## config.mk

```make
export PLATFORM = sky130hd
export DESIGN_NAME = pplb_bridge
export DESIGN_NICKNAME = d
export VERILOG_FILES = /design/src/pkg/pplb_pkg.sv /design/src/hw/pplb_bridge.sv
export SDC_FILE = /design/constraint.sdc
export NUM_CORES = 1
export LEC_CHECK = 0
export CORE_MARGIN = 2
export CORE_UTILIZATION = 46
export CTS_BUF_LIST = sky130_fd_sc_hd__clkbuf_4 sky130_fd_sc_hd__clkbuf_8
export DETAILED_ROUTE_END_ITERATION = 6
export DONT_BUFFER_PORTS = 1
export PLACE_DENSITY = 0.69
export SYNTH_ARGS = -nofsm -noshare
export SYNTH_HDL_FRONTEND = slang
export SYNTH_SLANG_ARGS = --single-unit
```

## constraint.sdc

```tcl
create_clock -name pclk -period 4.8 [get_ports pclk]
set_input_delay 0.24 -clock pclk [delete_from_list [all_inputs] [get_ports pclk]]
set_output_delay 0.24 -clock pclk [all_outputs]
set_load 0.01 [all_outputs]
```

## src/pkg/pplb_pkg.sv

```systemverilog
// constants, register map and types of the packet bridge
package pplb_pkg;
    // ********************************************************
    // widths
    // ********************************************************
    localparam int DATA_W   = 32;
    localparam int BYTE_W   = 8;
    localparam int LANES    = DATA_W / BYTE_W;
    localparam int MOD_W    = 2;
    localparam int CH_W     = 3;
    localparam int PADDR_W  = 8;
    localparam int DEPTH    = 16;
    localparam int CNT_W    = 16;
    localparam int EVAL_W   = 40;
    localparam int SYNC_N   = 3;

    // ********************************************************
    // register offsets (byte addresses)
    // ********************************************************
    localparam logic [PADDR_W-1:0] REG_CTRL   = 8'h00;
    localparam logic [PADDR_W-1:0] REG_STATUS = 8'h04;
    localparam logic [PADDR_W-1:0] REG_ERRCNT = 8'h08;
    localparam logic [PADDR_W-1:0] REG_PKTCNT = 8'h0C;

    // ********************************************************
    // field layout
    // ********************************************************
    localparam int CTRL_EN      = 0;
    localparam int CTRL_ERRMODE = 1;
    localparam int CTRL_ERRPIN  = 2;
    localparam int CTRL_ODD     = 3;
    localparam int CTRL_CH_LSB  = 4;
    localparam int CTRL_W       = CTRL_CH_LSB + CH_W;
    localparam logic [CTRL_W-1:0] CTRL_RESET = 7'h05;
    localparam int STAT_EMPTY   = 8;
    localparam int STAT_TIMEOUT = 9;
    localparam int STAT_BUSY    = 10;
    localparam int STAT_TETHER  = 11;

    // ********************************************************
    // evaluation limit
    // ********************************************************
    localparam longint EVAL_TIME_S = 3600;
    localparam longint CLK_HZ      = 250_000_000;
    localparam longint EVAL_CYCLES_DEF = EVAL_TIME_S * CLK_HZ;

    // ********************************************************
    // link state machine
    // ********************************************************
    typedef enum logic [2:0] {
        LK_IDLE = 3'b001,
        LK_DATA = 3'b010,
        LK_HALT = 3'b100
    } pplb_link_t;
endpackage

```

## src/hw/pplb_bridge.sv

```systemverilog
// packet bridge: streaming sink port, packet fifo, 32 to 8 packet source
//
// Local design decisions: the address map and register access over APB.
`timescale 1ns/1ns
module pplb_bridge
    import pplb_pkg::*;
#(
    parameter int          FIFO_DEPTH  = DEPTH,
    parameter longint      EVAL_CYCLES = EVAL_CYCLES_DEF
) (
    input  wire logic                pclk,
    input  wire logic                presetn,
    input  wire logic [PADDR_W-1:0]  paddr,
    input  wire logic                psel,
    input  wire logic                penable,
    input  wire logic                pwrite,
    input  wire logic [DATA_W-1:0]   pwdata,
    output logic      [DATA_W-1:0]   prdata,
    output logic                     pready,
    output logic                     pslverr,
    input  wire logic                s_valid,
    output logic                     s_ready,
    input  wire logic [DATA_W-1:0]   s_data,
    input  wire logic                s_sop,
    input  wire logic                s_eop,
    input  wire logic [MOD_W-1:0]    s_mod,
    input  wire logic                s_par,
    input  wire logic                tethered,
    input  wire logic                a_clk,
    input  wire logic                a_enb_n,
    output logic                     a_wr,
    output logic                     a_val,
    output logic                     primary_channel_marker_out,
    output logic                     a_sop,
    output logic                     a_eop,
    output logic                     a_err,
    output logic                     a_par,
    output logic      [BYTE_W-1:0]   a_data,
    output logic      [CH_W-1:0]     a_addr,
    output logic                     a_ppav,
    output logic                     timed_out
);
    localparam int PTR_W = $clog2(FIFO_DEPTH);
    localparam int ENT_W = DATA_W + MOD_W + 3;
    localparam logic [PTR_W:0] DEPTH_V = (PTR_W+1)'(FIFO_DEPTH);
    localparam logic [EVAL_W-1:0] EVAL_LIM = EVAL_W'(EVAL_CYCLES);
    localparam logic [MOD_W-1:0] LAST_LANE = MOD_W'(LANES - 1);

    // ********************************************************
    // pin synchronisers
    // ********************************************************
    // bit 0 link clock, bit 1 link enable, bit 2 tether strap
    logic [SYNC_N-1:0] sync1, sync2, sync3, filt;
    logic              a_clk_prev;
    logic              step;

    always_ff @(posedge pclk or negedge presetn) begin
        if (!presetn) begin
            sync1 <= 3'h2;
            sync2 <= 3'h2;
            sync3 <= 3'h2;
        end else begin
            sync1 <= {tethered, a_enb_n, a_clk};
            sync2 <= sync1;
            sync3 <= sync2;
        end
    end

    // a level counts only once the second and third stages agree
    always_ff @(posedge pclk or negedge presetn) begin
        if (!presetn) begin
            filt       <= 3'h2;
            a_clk_prev <= 1'b0;
        end else begin
            filt       <= (sync2 & ~(sync2 ^ sync3)) | (filt & (sync2 ^ sync3));
            a_clk_prev <= filt[0];
        end
    end

    // outputs change on the falling link edge, stable for the far rising edge
    assign step = a_clk_prev & ~filt[0];

    // ********************************************************
    // apb registers
    // ********************************************************
    logic [CTRL_W-1:0] ctrl;
    logic [CNT_W-1:0]  err_cnt;
    logic [CNT_W-1:0]  pkt_cnt;
    logic              wr_en, rd_en, mapped;
    logic              in_err_inc, pkt_done;
    logic [PTR_W:0]    count;
    pplb_link_t        state;
    logic [DATA_W-1:0] rd_mux;

    // writes land only at the edge that completes the access
    assign wr_en  = psel & penable & pwrite & pready;
    assign rd_en  = psel & penable & ~pwrite & ~pready;
    assign mapped = (paddr == REG_CTRL) | (paddr == REG_STATUS) |
                    (paddr == REG_ERRCNT) | (paddr == REG_PKTCNT);

    always_comb begin
        rd_mux = '0;
        case (paddr)
            REG_CTRL:   rd_mux = DATA_W'(ctrl);
            REG_STATUS: begin
                rd_mux[PTR_W:0]      = count;
                rd_mux[STAT_EMPTY]   = (count == '0);
                rd_mux[STAT_TIMEOUT] = timed_out;
                rd_mux[STAT_BUSY]    = (state == LK_DATA);
                rd_mux[STAT_TETHER]  = filt[2];
            end
            REG_ERRCNT: rd_mux = DATA_W'(err_cnt);
            REG_PKTCNT: rd_mux = DATA_W'(pkt_cnt);
            default:    rd_mux = '0;
        endcase
    end

    // one wait state: pready rises in the second access cycle
    always_ff @(posedge pclk or negedge presetn) begin
        if (!presetn) begin
            pready  <= 1'b0;
            pslverr <= 1'b0;
            prdata  <= '0;
        end else begin
            pready  <= psel & penable & ~pready;
            pslverr <= psel & penable & ~pready & ~mapped;
            if (rd_en) begin
                prdata <= rd_mux;
            end
        end
    end

    always_ff @(posedge pclk or negedge presetn) begin
        if (!presetn) begin
            ctrl <= CTRL_RESET;
        end else if (wr_en && paddr == REG_CTRL) begin
            ctrl <= pwdata[CTRL_W-1:0];
        end
    end

    // counters clear on write; a count in the same cycle is kept
    always_ff @(posedge pclk or negedge presetn) begin
        if (!presetn) begin
            err_cnt <= '0;
        end else if (wr_en && paddr == REG_ERRCNT) begin
            err_cnt <= CNT_W'(in_err_inc);
        end else begin
            err_cnt <= err_cnt + CNT_W'(in_err_inc);
        end
    end

    always_ff @(posedge pclk or negedge presetn) begin
        if (!presetn) begin
            pkt_cnt <= '0;
        end else if (wr_en && paddr == REG_PKTCNT) begin
            pkt_cnt <= CNT_W'(pkt_done);
        end else begin
            pkt_cnt <= pkt_cnt + CNT_W'(pkt_done);
        end
    end

    // ********************************************************
    // evaluation timer
    // ********************************************************
    logic [EVAL_W-1:0] eval_cnt;

    always_ff @(posedge pclk or negedge presetn) begin
        if (!presetn) begin
            eval_cnt  <= '0;
            timed_out <= 1'b0;
        end else if (!filt[2] && !timed_out) begin
            eval_cnt <= eval_cnt + 1'b1;
            if (eval_cnt >= EVAL_LIM - 1'b1) begin
                timed_out <= 1'b1;
            end
        end
    end

    // ********************************************************
    // sink port and parity check
    // ********************************************************
    logic              push, pop;
    logic              par_calc, par_bad;
    logic [PTR_W:0]    next_count;
    logic [PTR_W-1:0]  wr_ptr, rd_ptr;
    logic [ENT_W-1:0]  mem [FIFO_DEPTH];
    logic [ENT_W-1:0]  head;

    // only this direction exists: sink in, packet source out
    assign push = s_valid & s_ready;
    assign par_calc = ctrl[CTRL_ODD] ? ~^s_data : ^s_data;
    assign par_bad  = s_par != par_calc;
    assign in_err_inc = push & par_bad;
    assign next_count = count + (PTR_W+1)'(push) - (PTR_W+1)'(pop);

    // ready is registered from the next fill level, so it never lies
    always_ff @(posedge pclk or negedge presetn) begin
        if (!presetn) begin
            s_ready <= 1'b0;
        end else begin
            s_ready <= (next_count < DEPTH_V) & ctrl[CTRL_EN] & ~timed_out;
        end
    end

    // ********************************************************
    // packet fifo
    // ********************************************************
    // single clock domain here, so binary pointers are safe; a gray
    // crossing is only needed when the sink port has its own clock
    always_ff @(posedge pclk or negedge presetn) begin
        if (!presetn) begin
            wr_ptr <= '0;
            rd_ptr <= '0;
            count  <= '0;
        end else begin
            wr_ptr <= wr_ptr + PTR_W'(push);
            rd_ptr <= rd_ptr + PTR_W'(pop);
            count  <= next_count;
        end
    end

    // entry holds the 32-bit word plus modulo, sop, eop and the parity-error flag
    always_ff @(posedge pclk) begin
        if (push) begin
            mem[wr_ptr] <= {par_bad, s_mod, s_eop, s_sop, s_data};
        end
    end

    assign head = mem[rd_ptr];

    // ********************************************************
    // width converter and packet source
    // ********************************************************
    logic [DATA_W-1:0] h_data;
    logic              h_sop, h_eop, h_err;
    logic [MOD_W-1:0]  h_mod, lane, last_lane;
    logic [BYTE_W-1:0] lane_byte;
    logic              emit, pkt_err, byte_par;

    assign {h_err, h_mod, h_eop, h_sop, h_data} = head;
    // modulo counts the unused trailing bytes of the last word
    assign last_lane = h_eop ? LAST_LANE - h_mod : LAST_LANE;
    assign lane_byte = h_data[DATA_W-1-BYTE_W*lane -: BYTE_W];
    assign emit = step & (state == LK_DATA) & ~filt[1] & (count != '0);
    assign pop  = emit & (lane == last_lane);
    assign pkt_done = pop & h_eop;
    assign byte_par = ctrl[CTRL_ODD] ? ~^lane_byte : ^lane_byte;

    always_ff @(posedge pclk or negedge presetn) begin
        if (!presetn) begin
            lane <= '0;
        end else if (pop) begin
            lane <= '0;
        end else if (emit) begin
            lane <= lane + 1'b1;
        end
    end

    always_ff @(posedge pclk or negedge presetn) begin
        if (!presetn) begin
            state <= LK_IDLE;
        end else if (timed_out) begin
            state <= LK_HALT;
        end else if (step) begin
            case (state)
                LK_IDLE: begin
                    if (count != '0 && !filt[1]) begin
                        state <= LK_DATA;
                    end
                end
                LK_DATA: begin
                    if (pkt_done) begin
                        state <= LK_IDLE;
                    end
                end
                LK_HALT: state <= LK_HALT;
                default: state <= LK_IDLE;
            endcase
        end
    end

    // accumulated packet error, released at the packet end
    always_ff @(posedge pclk or negedge presetn) begin
        if (!presetn) begin
            pkt_err <= 1'b0;
        end else if (pkt_done) begin
            pkt_err <= 1'b0;
        end else if (emit && h_err) begin
            pkt_err <= 1'b1;
        end
    end

    always_ff @(posedge pclk or negedge presetn) begin
        if (!presetn) begin
            a_wr   <= 1'b0;
            a_val  <= 1'b0;
            a_sop  <= 1'b0;
            a_eop  <= 1'b0;
            a_err  <= 1'b0;
            a_par  <= 1'b0;
            a_data <= '0;
            primary_channel_marker_out <= 1'b0;
        end else if (timed_out) begin
            a_wr   <= 1'b0;
            a_val  <= 1'b0;
            a_sop  <= 1'b0;
            a_eop  <= 1'b0;
            a_err  <= 1'b1;
            a_par  <= 1'b0;
            a_data <= '0;
            primary_channel_marker_out <= 1'b0;
        end else if (step) begin
            a_wr  <= emit;
            a_val <= emit;
            a_sop <= emit & h_sop & (lane == '0);
            a_eop <= pop & h_eop;
            // error pin is only meaningful on the end byte of a packet
            a_err <= ctrl[CTRL_ERRPIN] & pop & h_eop & (pkt_err | h_err);
            if (state == LK_IDLE && count != '0 && !filt[1]) begin
                // channel select: address goes out on the data lines
                primary_channel_marker_out <= 1'b1;
                a_data <= BYTE_W'(ctrl[CTRL_CH_LSB +: CH_W]);
                a_par  <= 1'b0;
            end else begin
                primary_channel_marker_out <= 1'b0;
                a_data <= emit ? lane_byte : '0;
                // every byte cut from a bad word carries the mark
                if (ctrl[CTRL_ERRMODE]) begin
                    a_par <= emit & h_err;
                end else begin
                    a_par <= emit & (byte_par ^ h_err);
                end
            end
        end
    end

    // ********************************************************
    // channel address and packet available
    // ********************************************************
    // one secondary port, so exactly one channel of the primary is fed
    always_ff @(posedge pclk or negedge presetn) begin
        if (!presetn) begin
            a_addr <= '0;
            a_ppav <= 1'b0;
        end else if (timed_out) begin
            a_addr <= '0;
            a_ppav <= 1'b0;
        end else begin
            a_addr <= ctrl[CTRL_CH_LSB +: CH_W];
            a_ppav <= next_count != '0;
        end
    end
endmodule

```

# [Word-level counts from Yosys, hierarchy flattened]
# Memory sizes are Yosys's and may differ from the RTL's.
# Cells that the tools add are included.
[word_totals] register_bits=165 ram_bits=592 in_bits=86 elab_cells=159 memories=1
[mem_list] name="mem" words=16 width=37 read_ports=1 rd_clocked_by_memory_dff=0 write_ports=1 line_no="pplb_bridge.sv:186" source="logic [ENT_W-1:0] mem [FIFO_DEPTH];"
[classes] add_sub_neg=10 order_cmp=2 n_eq_ne=10 shift=1 mux=41 bitwise_logic=40 reduce_logical=25
[ops] op="$add A40 B1 Y40 const B" n=1
[ops] op="$ge A40 B40 Y1 const B" n=1
[ops] op="$shiftx A39 B33 Y8" n=1
[ops] op="$add A16 B1 Y16" n=2
[ops] op="$mux W16" n=2
[ops] op="$mux W8" n=4
[ops] op="$reduce_xnor A32 Y1" n=1
[ops] op="$reduce_xor A32 Y1" n=1
[ops] op="$and A1 B1 Y1" n=24
[ops] op="$mux W1" n=22
[ops] op="$pmux W5 S4" n=1
[ops] op="$pmux W3 S3" n=2
[ops] op="$eq A8 B4 Y1 const B" n=2
[ops] op="$mux W3" n=5
[ops] op="$pmux W4 S3" n=1
[ops] op="$reduce_bool A5 Y1" n=2
[ops] op="$add A4 B1 Y4" n=2
[ops] op="$eq A8 B3 Y1 const B" n=1
[ops] op="$logic_and A1 B1 Y1" n=8
[ops] op="$logic_not A8 Y1" n=1
[ops] op="$pmux W4 S2" n=1
[ops] op="$reduce_xnor A8 Y1" n=1
[ops] op="$reduce_xor A8 Y1" n=1
[ops] op="$and A3 B3 Y3" n=2
[ops] op="other kinds (25)" n=40

# [Depth between registers and ports, before layout]
# Gate-level depths: netlist (run 1).
[depth] word_depth=11 depth_mapped=23

# [Least setup slack after synthesis (run 1)]
# OpenSTA, ideal clock, no wires.
[synth_timing] path_kind="register to register" start="reg rd_ptr[1]" end="reg a_ppav" setup_ns=0.078 arrival_time_ns=3.904 required_time_ns=4.722 setup_slack_ns=0.818 path_stages_with_launch=24 n_path_buf=4 synth_period_minus_slack_ns=3.982 path_cell_list="dfrtp_1 -> buf_2 -> buf_4 -> clkbuf_1 -> buf_2 -> mux4_2 -> nor2_1 -> nor2_1 -> o21ai_0 -> nor2_1 -> o22a_1 -> nor2_1 -> ha_1 -> inv_1 -> ha_1 -> inv_1 -> fa_1 -> inv_1 -> a21oi_1 -> nor2_1 -> nor2_1 -> xnor2_1 -> nor2_1 -> a21oi_1"
[synth_via] elab_chain_len=8
[synth_rtl] item="from (decl)" line_no="pplb_bridge.sv:185" source="logic [PTR_W-1:0] wr_ptr, rd_ptr;"
[synth_rtl] item="from (signal assigned)" line_no="pplb_bridge.sv:217" source="rd_ptr <= rd_ptr + PTR_W'(pop);"
[synth_rtl] item="$mem_v2 Z16 W37 (*)"
[synth_rtl] item="$sub A2 B2 Y2" line_no="pplb_bridge.sv:242" source="assign last_lane = h_eop ? LAST_LANE - h_mod : LAST_LANE;"
[synth_rtl] item="$mux W2 (*)" line_no="pplb_bridge.sv:242"
[synth_rtl] item="$eq A2 B2 Y1 (*)" line_no="pplb_bridge.sv:245" source="assign pop = emit & (lane == last_lane);"
[synth_rtl] item="$and A1 B1 Y1 (*)" line_no="pplb_bridge.sv:245"
[synth_rtl] item="$sub A5 B1 Y5 (*)" line_no="pplb_bridge.sv:194" source="assign next_count = count + (PTR_W+1)'(push) - (PTR_W+1)'(pop);"
[synth_rtl] item="via next_count[4]" line_no="pplb_bridge.sv:184" source="logic [PTR_W:0] next_count;"
[synth_rtl] item="$reduce_bool A5 Y1 (*)" line_no="pplb_bridge.sv:350" source="a_ppav <= next_count != '0;"
[synth_rtl] item="$mux W1 (*)" line_no="pplb_bridge.sv:345" source="end else if (timed_out) begin"
[synth_rtl] item="to (signal assigned)" line_no="pplb_bridge.sv:344" source="a_ppav <= 1'b0;"
[synth_rtl] item="to (signal assigned)" line_no="pplb_bridge.sv:347" source="a_ppav <= 1'b0;"
[synth_rtl] item="to (signal assigned)" line_no="pplb_bridge.sv:350"
[synth_rtl] item="to (decl)" line_no="pplb_bridge.sv:40" source="output logic a_ppav,"
# Mark *: on every way through the listed nets, which the timed path passes. The rest lies on a longest branch.
# A chain may end at the register's enable or synchronous reset.

# [Worst setup path in the final report (run 1)]
[layout_timing] start="reg rd_ptr[0]" end="reg a_par"
[layout_via] elab_chain_len=10 word_cells_on_any_way=12 classes_between="shift: 1; mux: 5; bitwise: 3; reduce/logical: 2; memory: 1"
[layout_rtl] item="$mem_v2 Z16 W37 (*)"
[layout_rtl] item="$shiftx A39 B33 Y8" line_no="pplb_bridge.sv:243" source="assign lane_byte = h_data[DATA_W-1-BYTE_W*lane -: BYTE_W];"
[layout_rtl] item="$reduce_xor A8 Y1 / $reduce_xnor A8 Y1 (equally long branches)" line_no="pplb_bridge.sv:247" source="assign byte_par = ctrl[CTRL_ODD] ? ~^lane_byte : ^lane_byte;"
[layout_rtl] item="$mux W1" line_no="pplb_bridge.sv:247"
[layout_rtl] item="$xor A1 B1 Y1" line_no="pplb_bridge.sv:331" source="a_par <= emit & (byte_par ^ h_err);"
[layout_rtl] item="$and A1 B1 Y1" line_no="pplb_bridge.sv:331"
[layout_rtl] item="$mux W1 (*)" line_no="pplb_bridge.sv:328" source="if (ctrl[CTRL_ERRMODE]) begin"
[layout_rtl] item="$mux W1 (*)" line_no="pplb_bridge.sv:319" source="if (state == LK_IDLE && count != '0 && !filt[1]) begin"
[layout_rtl] item="$mux W1 (*)" line_no="pplb_bridge.sv:312" source="end else if (step) begin"
[layout_rtl] item="$mux W1 (*)" line_no="pplb_bridge.sv:303" source="end else if (timed_out) begin"
[layout_rtl] item="to (signal assigned)" line_no="pplb_bridge.sv:329" source="a_par <= emit & h_err;"
[layout_rtl] item="to (signal assigned)" line_no="pplb_bridge.sv:331"
[layout_rtl] item="to (decl)" line_no="pplb_bridge.sv:37" source="output logic a_par,"
# Every way passes the cells marked *; elsewhere a longest branch is shown, timed or not. The select of a mux whose other input is x is not followed.

==> summary.txt, run 1 <==
Timing
  • Maximum clock rate: 228 MHz
  • Min Tclk post-route: 4390 ps
  • RSZ-0062 raised after global routing: false
  • Hold Violations, Final: 0
  • Worst slew pin tran: 1170 ps
  • Setup_tns: 0 ps
  • Setup violators final: 0
  • Slew Limit Headroom: 0.209
  • Worst Clk Skew: 62.1 ps
  • Crit share post-route: 0.915
  • Slew Limit Fails: 0

Route
  • Drt total wl: 71.4 mm
  • First-pass iteration count of the detailed router: 6
  • Avg Vias per Cell: 5.78
  • Initial DRC Count: 1,445
  • WL/cell: 25.2 µm
  • DRC Markers: 0
  • Antenna-violating nets left: 0
  • Detailed-route via count: 16,400

Critical path
  • Crit. End Element: register
  • Crit-path max FO: 82
  • WP data arrival: 5030 ps
  • Required @ worst endpoint: 5440 ps
  • Startpoint Class: register
  • Critical path type: register to register

Logic synthesis
  • Post-synthesis cell type count: 68
  • Synth Instances: 1,720
  • Synth Flop Type: edfxtp_1
  • Ranking of synthesized cells by area: edfxtp_1, dfrtp_1, mux4_2, mux2i_1, xnor2_1
  • FF+latch count, synth: 741
  • Post-synth top area cell: edfxtp_1
  • Synth Cell Area: 29,900 µm²
  • Syn avg cell area: 17.4 µm²
  • EDFF count, synth: 592
  • Post-synth top area share: 0.594
  • Yosys warning count: 0
  • Register area share after synthesis: 0.719
  • Async set-reset flop share out of synthesis: 0.201

CTS
  • Clock sinks: 741
  • H-tree depth: 3
  • Root Buffer: clkbuf_8
  • Post-CTS resize count: 0
  • TritonCTS clock tree: built
  • Clk buf depth: 3
  • Clk Latency, worst-skew pair: 740 ps
  • Clk slew on worst S/H paths: 70 ps
  • Num CTS Buffers: 114

Finish
  • Layout cell share with drive strength beyond 1: 0.203
  • Fin nets: 1,986
  • Register area: 21,500 µm²
  • Fill cells: 5,037
  • Fin cells: 2,833
  • Area of the multi-input gates: 7970 µm²
  • Fin util: 0.530
  • P&R area growth vs syn: 13.9%

Power
  • PnR Total Power: 0.0145 W
  • VDD IR max: 0.000353 V
  • Pwr Density: 425 nW/µm²
  • Leakage power: 11.6 nW

Die
  • Initial core utilization: 0.465
  • IO Count: 141
  • Die area: 67,100 µm²
  • Site Rows: 93
  • Die Ht: 259 µm
  • Chip width: 259 µm
  • Core footprint: 64,300 µm²

Placed design
  • PortBufs: 0
  • DP Cell Count: 2,553
  • GPL Wtd Cong: 0.811
  • DP HPWL: 40.1 mm

Global route
  • Initial antenna violation count: 3
  • Largest net degree at the start of global routing: 150
  • Number of global-route vias before repair: 16,600
  • First-pass GRT wire length: 105 mm
  • Total GRT Usage: 0.214
  • Gr ovfl total: 0

Run
  • Maxcap violations: 0

Hold path
  • Worst Hold Class: primary input to register

Run status
  • Outcome: completed
[final timing paths]
path                       cells after the start  slack, ps                     to                start
max                                           11        410      a_par$_DFFE_PN0P_  rd_ptr[0]$_DFF_PN0_
min                                            1         60     sync1[2]$_DFF_PN0_             tethered
max reg2reg                                   11        410      a_par$_DFFE_PN0P_  rd_ptr[0]$_DFF_PN0_
min reg2reg                                    0        320     sync2[1]$_DFF_PN1_   sync1[1]$_DFF_PN1_
max in group asynchronous                      2       4040    rd_ptr[1]$_DFF_PN0_              presetn
min in group asynchronous                      2        160  pkt_cnt[12]$_DFF_PN0_              presetn
[report_power, final]
group          internal [W]  switching, W
Combinational      0.000903       0.00112
Clock               0.00276       0.00243
Sequential          0.00712      0.000141
[cell type report]
type                       instances  share of cell area
sequential                       741               0.632
multi-input combinational        880               0.234
clock buffer                     169              0.0593
timing repair buffer             123              0.0338
tap                              855              0.0314
clock inverter                    40             0.00720
inverter                          23             0.00253
antenna                            2            0.000147
[kinds of logic after synthesis]
group           Yosys count  synth area share
compound gates          174            0.0396
xor+xnor                113            0.0338
fa+ha+maj                20           0.00836
buf+inv                 114            0.0202
flops                   741             0.719
mux                     226             0.127
other cells               1          0.000125
simple gates            331            0.0518
[metal layers]
layer | wire, µm | global-route usage | part of all wire | vias up
met4 | 1960 | 0.0703 | 0.027 | 4
met5 | 18 | 0 | 0.00025 | -
li1 | - | - | - | 7036
met1 | 28600 | 0.284 | 0.40 | 8532
met2 | 34800 | 0.348 | 0.49 | 668
met3 | 5990 | 0.0512 | 0.084 | 127
[cells in the mapped netlist, drive strengths merged, types with 3 or more instances]
cell type and count:
inv 23, a22oi 3, dfrtp 142, a21oi 43, o21ai 33, ha 16, xor2 34, o31ai 9
a22o 5, and4 5, nor3 20, a21o 3, mux2 12, nor2 100, nand4 14, maj3 3
mux2i 92, a221oi 3, nor4 5, nand2b 8, buf 52, nor2b 11, clkbuf 39, o221ai 32
and3 19, xnor2 78, or3 7, or4 3, and2 6, nand3 27, a31oi 3, mux4 122
o211ai 3, dfstp 7, nand2 99, a311oi 3, edfxtp 592, o22ai 13
[registers in the layout (all words and copies together) (netlist names), 5 cells and up, named ones only]
register,count
mem,592
eval_cnt,40
err_cnt,16
pkt_cnt,16
prdata,16
a_data,8
ctrl,7
count,5
[worst max-delay path, stage by stage, from the launching register on]
cell	delay, ps
dfrtp_4	550
buf_12	330
buf_12	520
mux4_2	580
mux2i_1	190
a211oi_1	150
o22ai_1	630
xnor2_1	210
xnor2_2	210
xnor3_1	340
a21o_1	190
a32o_1	250
[cell usage in the layout, fill, tap and decap left out, types with 19 or more instances in the layout]
master	synthesis	final
edfxtp_1	592	592
dfrtp_1	142	140
mux4_2	122	122
clkbuf_8	0	120
nand2_1	99	99
mux2i_1	92	92
nor2_1	100	88
xnor2_1	77	77
dlygate4sd3_1	0	68
buf_4	32	51
clkbuf_4	0	49
a21oi_1	43	43
xor2_1	34	34
o21ai_0	32	32
o221ai_1	32	32
nand3_1	27	27
clkinv_1	0	27
inv_1	22	22
and3_1	19	19
[stage by stage]
stage | area, µm² | hold WS [ps] | setup slack, ps
2_1_floorplan | 30000 | -55.6 | 818
3_3_place_gp | 31100 | -52.5 | 432
3_5_place_dp | 31100 | -52.4 | 374
4_1_cts | 34100 | 5.68 | 407
5_1_grt | 34100 | 35.4 | 72.3
6_report | 34100 | 58.3 | 407
[repair_timing]
item	CTS	global route
hold buffers	69	0
buffers inserted	0	0
setup endpoints to repair	0	0
hold endpoints to repair	775	0
Note: power is estimated with default switching activity, not from simulation.
==> run 2, diff against run 1 <==
--- a/config.mk
+++ b/config.mk
@@ -5,12 +5,12 @@
 export SDC_FILE = /design/constraint.sdc
 export NUM_CORES = 1
 export LEC_CHECK = 0
+export CAP_MARGIN = 20
 export CORE_MARGIN = 2
 export CORE_UTILIZATION = 46
 export CTS_BUF_LIST = sky130_fd_sc_hd__clkbuf_4 sky130_fd_sc_hd__clkbuf_8
 export DETAILED_ROUTE_END_ITERATION = 6
 export DONT_BUFFER_PORTS = 1
-export PLACE_DENSITY = 0.69
 export SYNTH_ARGS = -nofsm -noshare
 export SYNTH_HDL_FRONTEND = slang
 export SYNTH_SLANG_ARGS = --single-unit
==> summary.txt, run 2 (synthesis results as in run 1) <==
Finish
  • Fin nets: 2,001
  • Largest Register: mem
  • Most frequent cells in the layout: edfxtp_1, dfrtp_1, clkbuf_8
  • Most common cell after layout, fill and taps aside: edfxtp_1
  • Fin util: 0.534
  • Layout cell share with drive strength beyond 1: 0.212
  • P&R area growth vs syn: 14.8%
  • Max reg flops: 592
  • Top Registers: mem (592), eval_cnt (40)
  • Fill cells: 5,182

Critical path
  • Worst path slowest cell: mux4_2
  • Crit. End Element: register
  • Crit-path max FO: 44
  • Required @ worst endpoint: 5460 ps
  • WP data arrival: 5080 ps
  • Crit path buf inv count: 3
  • Crit path cell chain: buf_4 > buf_12 > mux4_2 > nand2_1 > nand3_1 > o21ai_0 > nor2_1 > o22a_1 > nor2_1 > nor2b_1 > buf_4 > ha_1 > ha_1 > and3_1 > nand3_1 > or3_1 > a21oi_1
  • Max incr delay on CP: 560 ps
  • R2r setup slk: 370 ps
  • Critical path type: register to register
  • Crit path max-delay family: simple AND/OR/NAND/NOR gates
  • Startpoint Class: register

Timing
  • Worst Clk Skew: 52.6 ps
  • Crit share post-route: 0.923
  • Setup_tns: 0 ps
  • Min Tclk post-route: 4430 ps
  • Setup violators final: 0
  • Slew Limit Fails: 0
  • Hold Violations, Final: 0
  • Maximum clock rate: 226 MHz
  • Slew Limit Headroom: 0.372
  • Final hold slack: 68.3 ps
  • RSZ-0062 raised after global routing: false
  • Worst slew pin tran: 939 ps

CTS
  • Root Buffer: clkbuf_8
  • TritonCTS clock tree: built
  • Num CTS Buffers: 119
  • Clock sinks: 741
  • Clk Latency, worst-skew pair: 740 ps
  • H-tree depth: 3
  • Post-CTS resize count: 0
  • Clk slew on worst S/H paths: 60 ps
  • Clk buf depth: 3

Die
  • Initial core utilization: 0.465
  • Core footprint: 64,300 µm²
  • Chip width: 259 µm
  • IO Count: 141
  • Site Rows: 93
  • Die Ht: 259 µm
  • Die area: 67,100 µm²

Placed design
  • PortBufs: 0
  • GPL Wtd Cong: 0.775
  • DP HPWL: 42.5 mm

Route
  • First-pass iteration count of the detailed router: 5
  • Avg Vias per Cell: 5.70
  • Initial DRC Count: 1,397
  • WL/cell: 25.6 µm
  • Drt total wl: 73.2 mm
  • DRC Markers: 0
  • Detailed-route via count: 16,200
  • Antenna-violating nets left: 0

Run
  • Maxcap violations: 0

Global route
  • Global route hottest layer: met2
  • Initial antenna violation count: 2
  • Number of global-route vias before repair: 16,700
  • Met2 Resource Use GR: 0.364
  • Largest net degree at the start of global routing: 150
  • Met1 GRT Util: 0.303
  • First-pass GRT wire length: 109 mm
  • Gr ovfl total: 0
  • Total GRT Usage: 0.221
  • Met3 usage: 0.0450

Power
  • Leakage power: 11.7 nW
  • VDD IR max: 0.000249 V
  • Pwr Density: 430 nW/µm²

Run status
  • Outcome: completed

Hold path
  • Worst Hold Class: primary input to register
==> run 2: cell types whose count changed in the layout (fill, tap and decap cells not counted), sizes merged <==
cell         previous run  this run
clkinv                 33        38
bufinv                  1         4
dlygate4sd3            68        69
buf                    55        64
clkbuf                169       173
inv                    27        26
diode                   2         1
==> run 2: path summary, 6_finish.rpt <==
path | startpoint | endpoint | cells after the start
min | tethered | sync1[2]$_DFF_PN0_ | 1
max in group asynchronous | presetn | a_val$_DFFE_PN0P_ | 2
min in group asynchronous | presetn | err_cnt[6]$_DFF_PN0_ | 2
min reg2reg | sync1[1]$_DFF_PN1_ | sync2[1]$_DFF_PN1_ | 0
max reg2reg | rd_ptr[0]$_DFF_PN0_ | pkt_cnt[12]$_DFF_PN0_ | 17
max | rd_ptr[0]$_DFF_PN0_ | pkt_cnt[12]$_DFF_PN0_ | 17
==> run 2: layout make-up <==
class	count	area (µm²)	share of cell area
Clock buffer	173	2100	0.0611
Inverter	23	86.3	0.00251
Multi-Input combinational cell	880	7970	0.232
Clock inverter	47	327	0.00951
Sequential cell	741	21500	0.627
Timing Repair Buffer	133	1260	0.0366
Tap cell	855	1070	0.0312
Antenna cell	1	2.50	0.0000729
==> run 2: layer usage <==
metal / part of all wire / vias to the layer above / wire (µm)
met3: 0.064 / 96 / 4660
met4: 0.016 / 0 / 1200
met1: 0.43 / 8530 / 31300
met2: 0.49 / 546 / 36100
li1: - / 7076 / -
met5: 0 / - / 0
==> run 2: metrics by stage <==
step | total power (W) | setup slack [ps] | std cells | cell area [µm²]
finish | 0.0148 | 371 | 2853 | 34300
global route | 0.0153 | 4.91 | 2853 | 34300
CTS | 0.0149 | 294 | 2852 | 34300
detailed placement | 0.00930 | 297 | 2562 | 31200
global placement | 0.00927 | 364 | 2561 | 31200
floorplan | 0.00874 | 818 | 1735 | 30000
==> run 2: power breakdown <==
group	internal [W]	switching, W	total, W
sequential	0.00713	0.000130	0.00726
combinational	0.000919	0.00112	0.00204
clock	0.00302	0.00246	0.00548
==> run 2: repair_timing <==
item | in CTS | in global routing
hold buffers | 70 | 0
hold endpoints to repair | 784 | 0
buffers inserted | 0 | 0
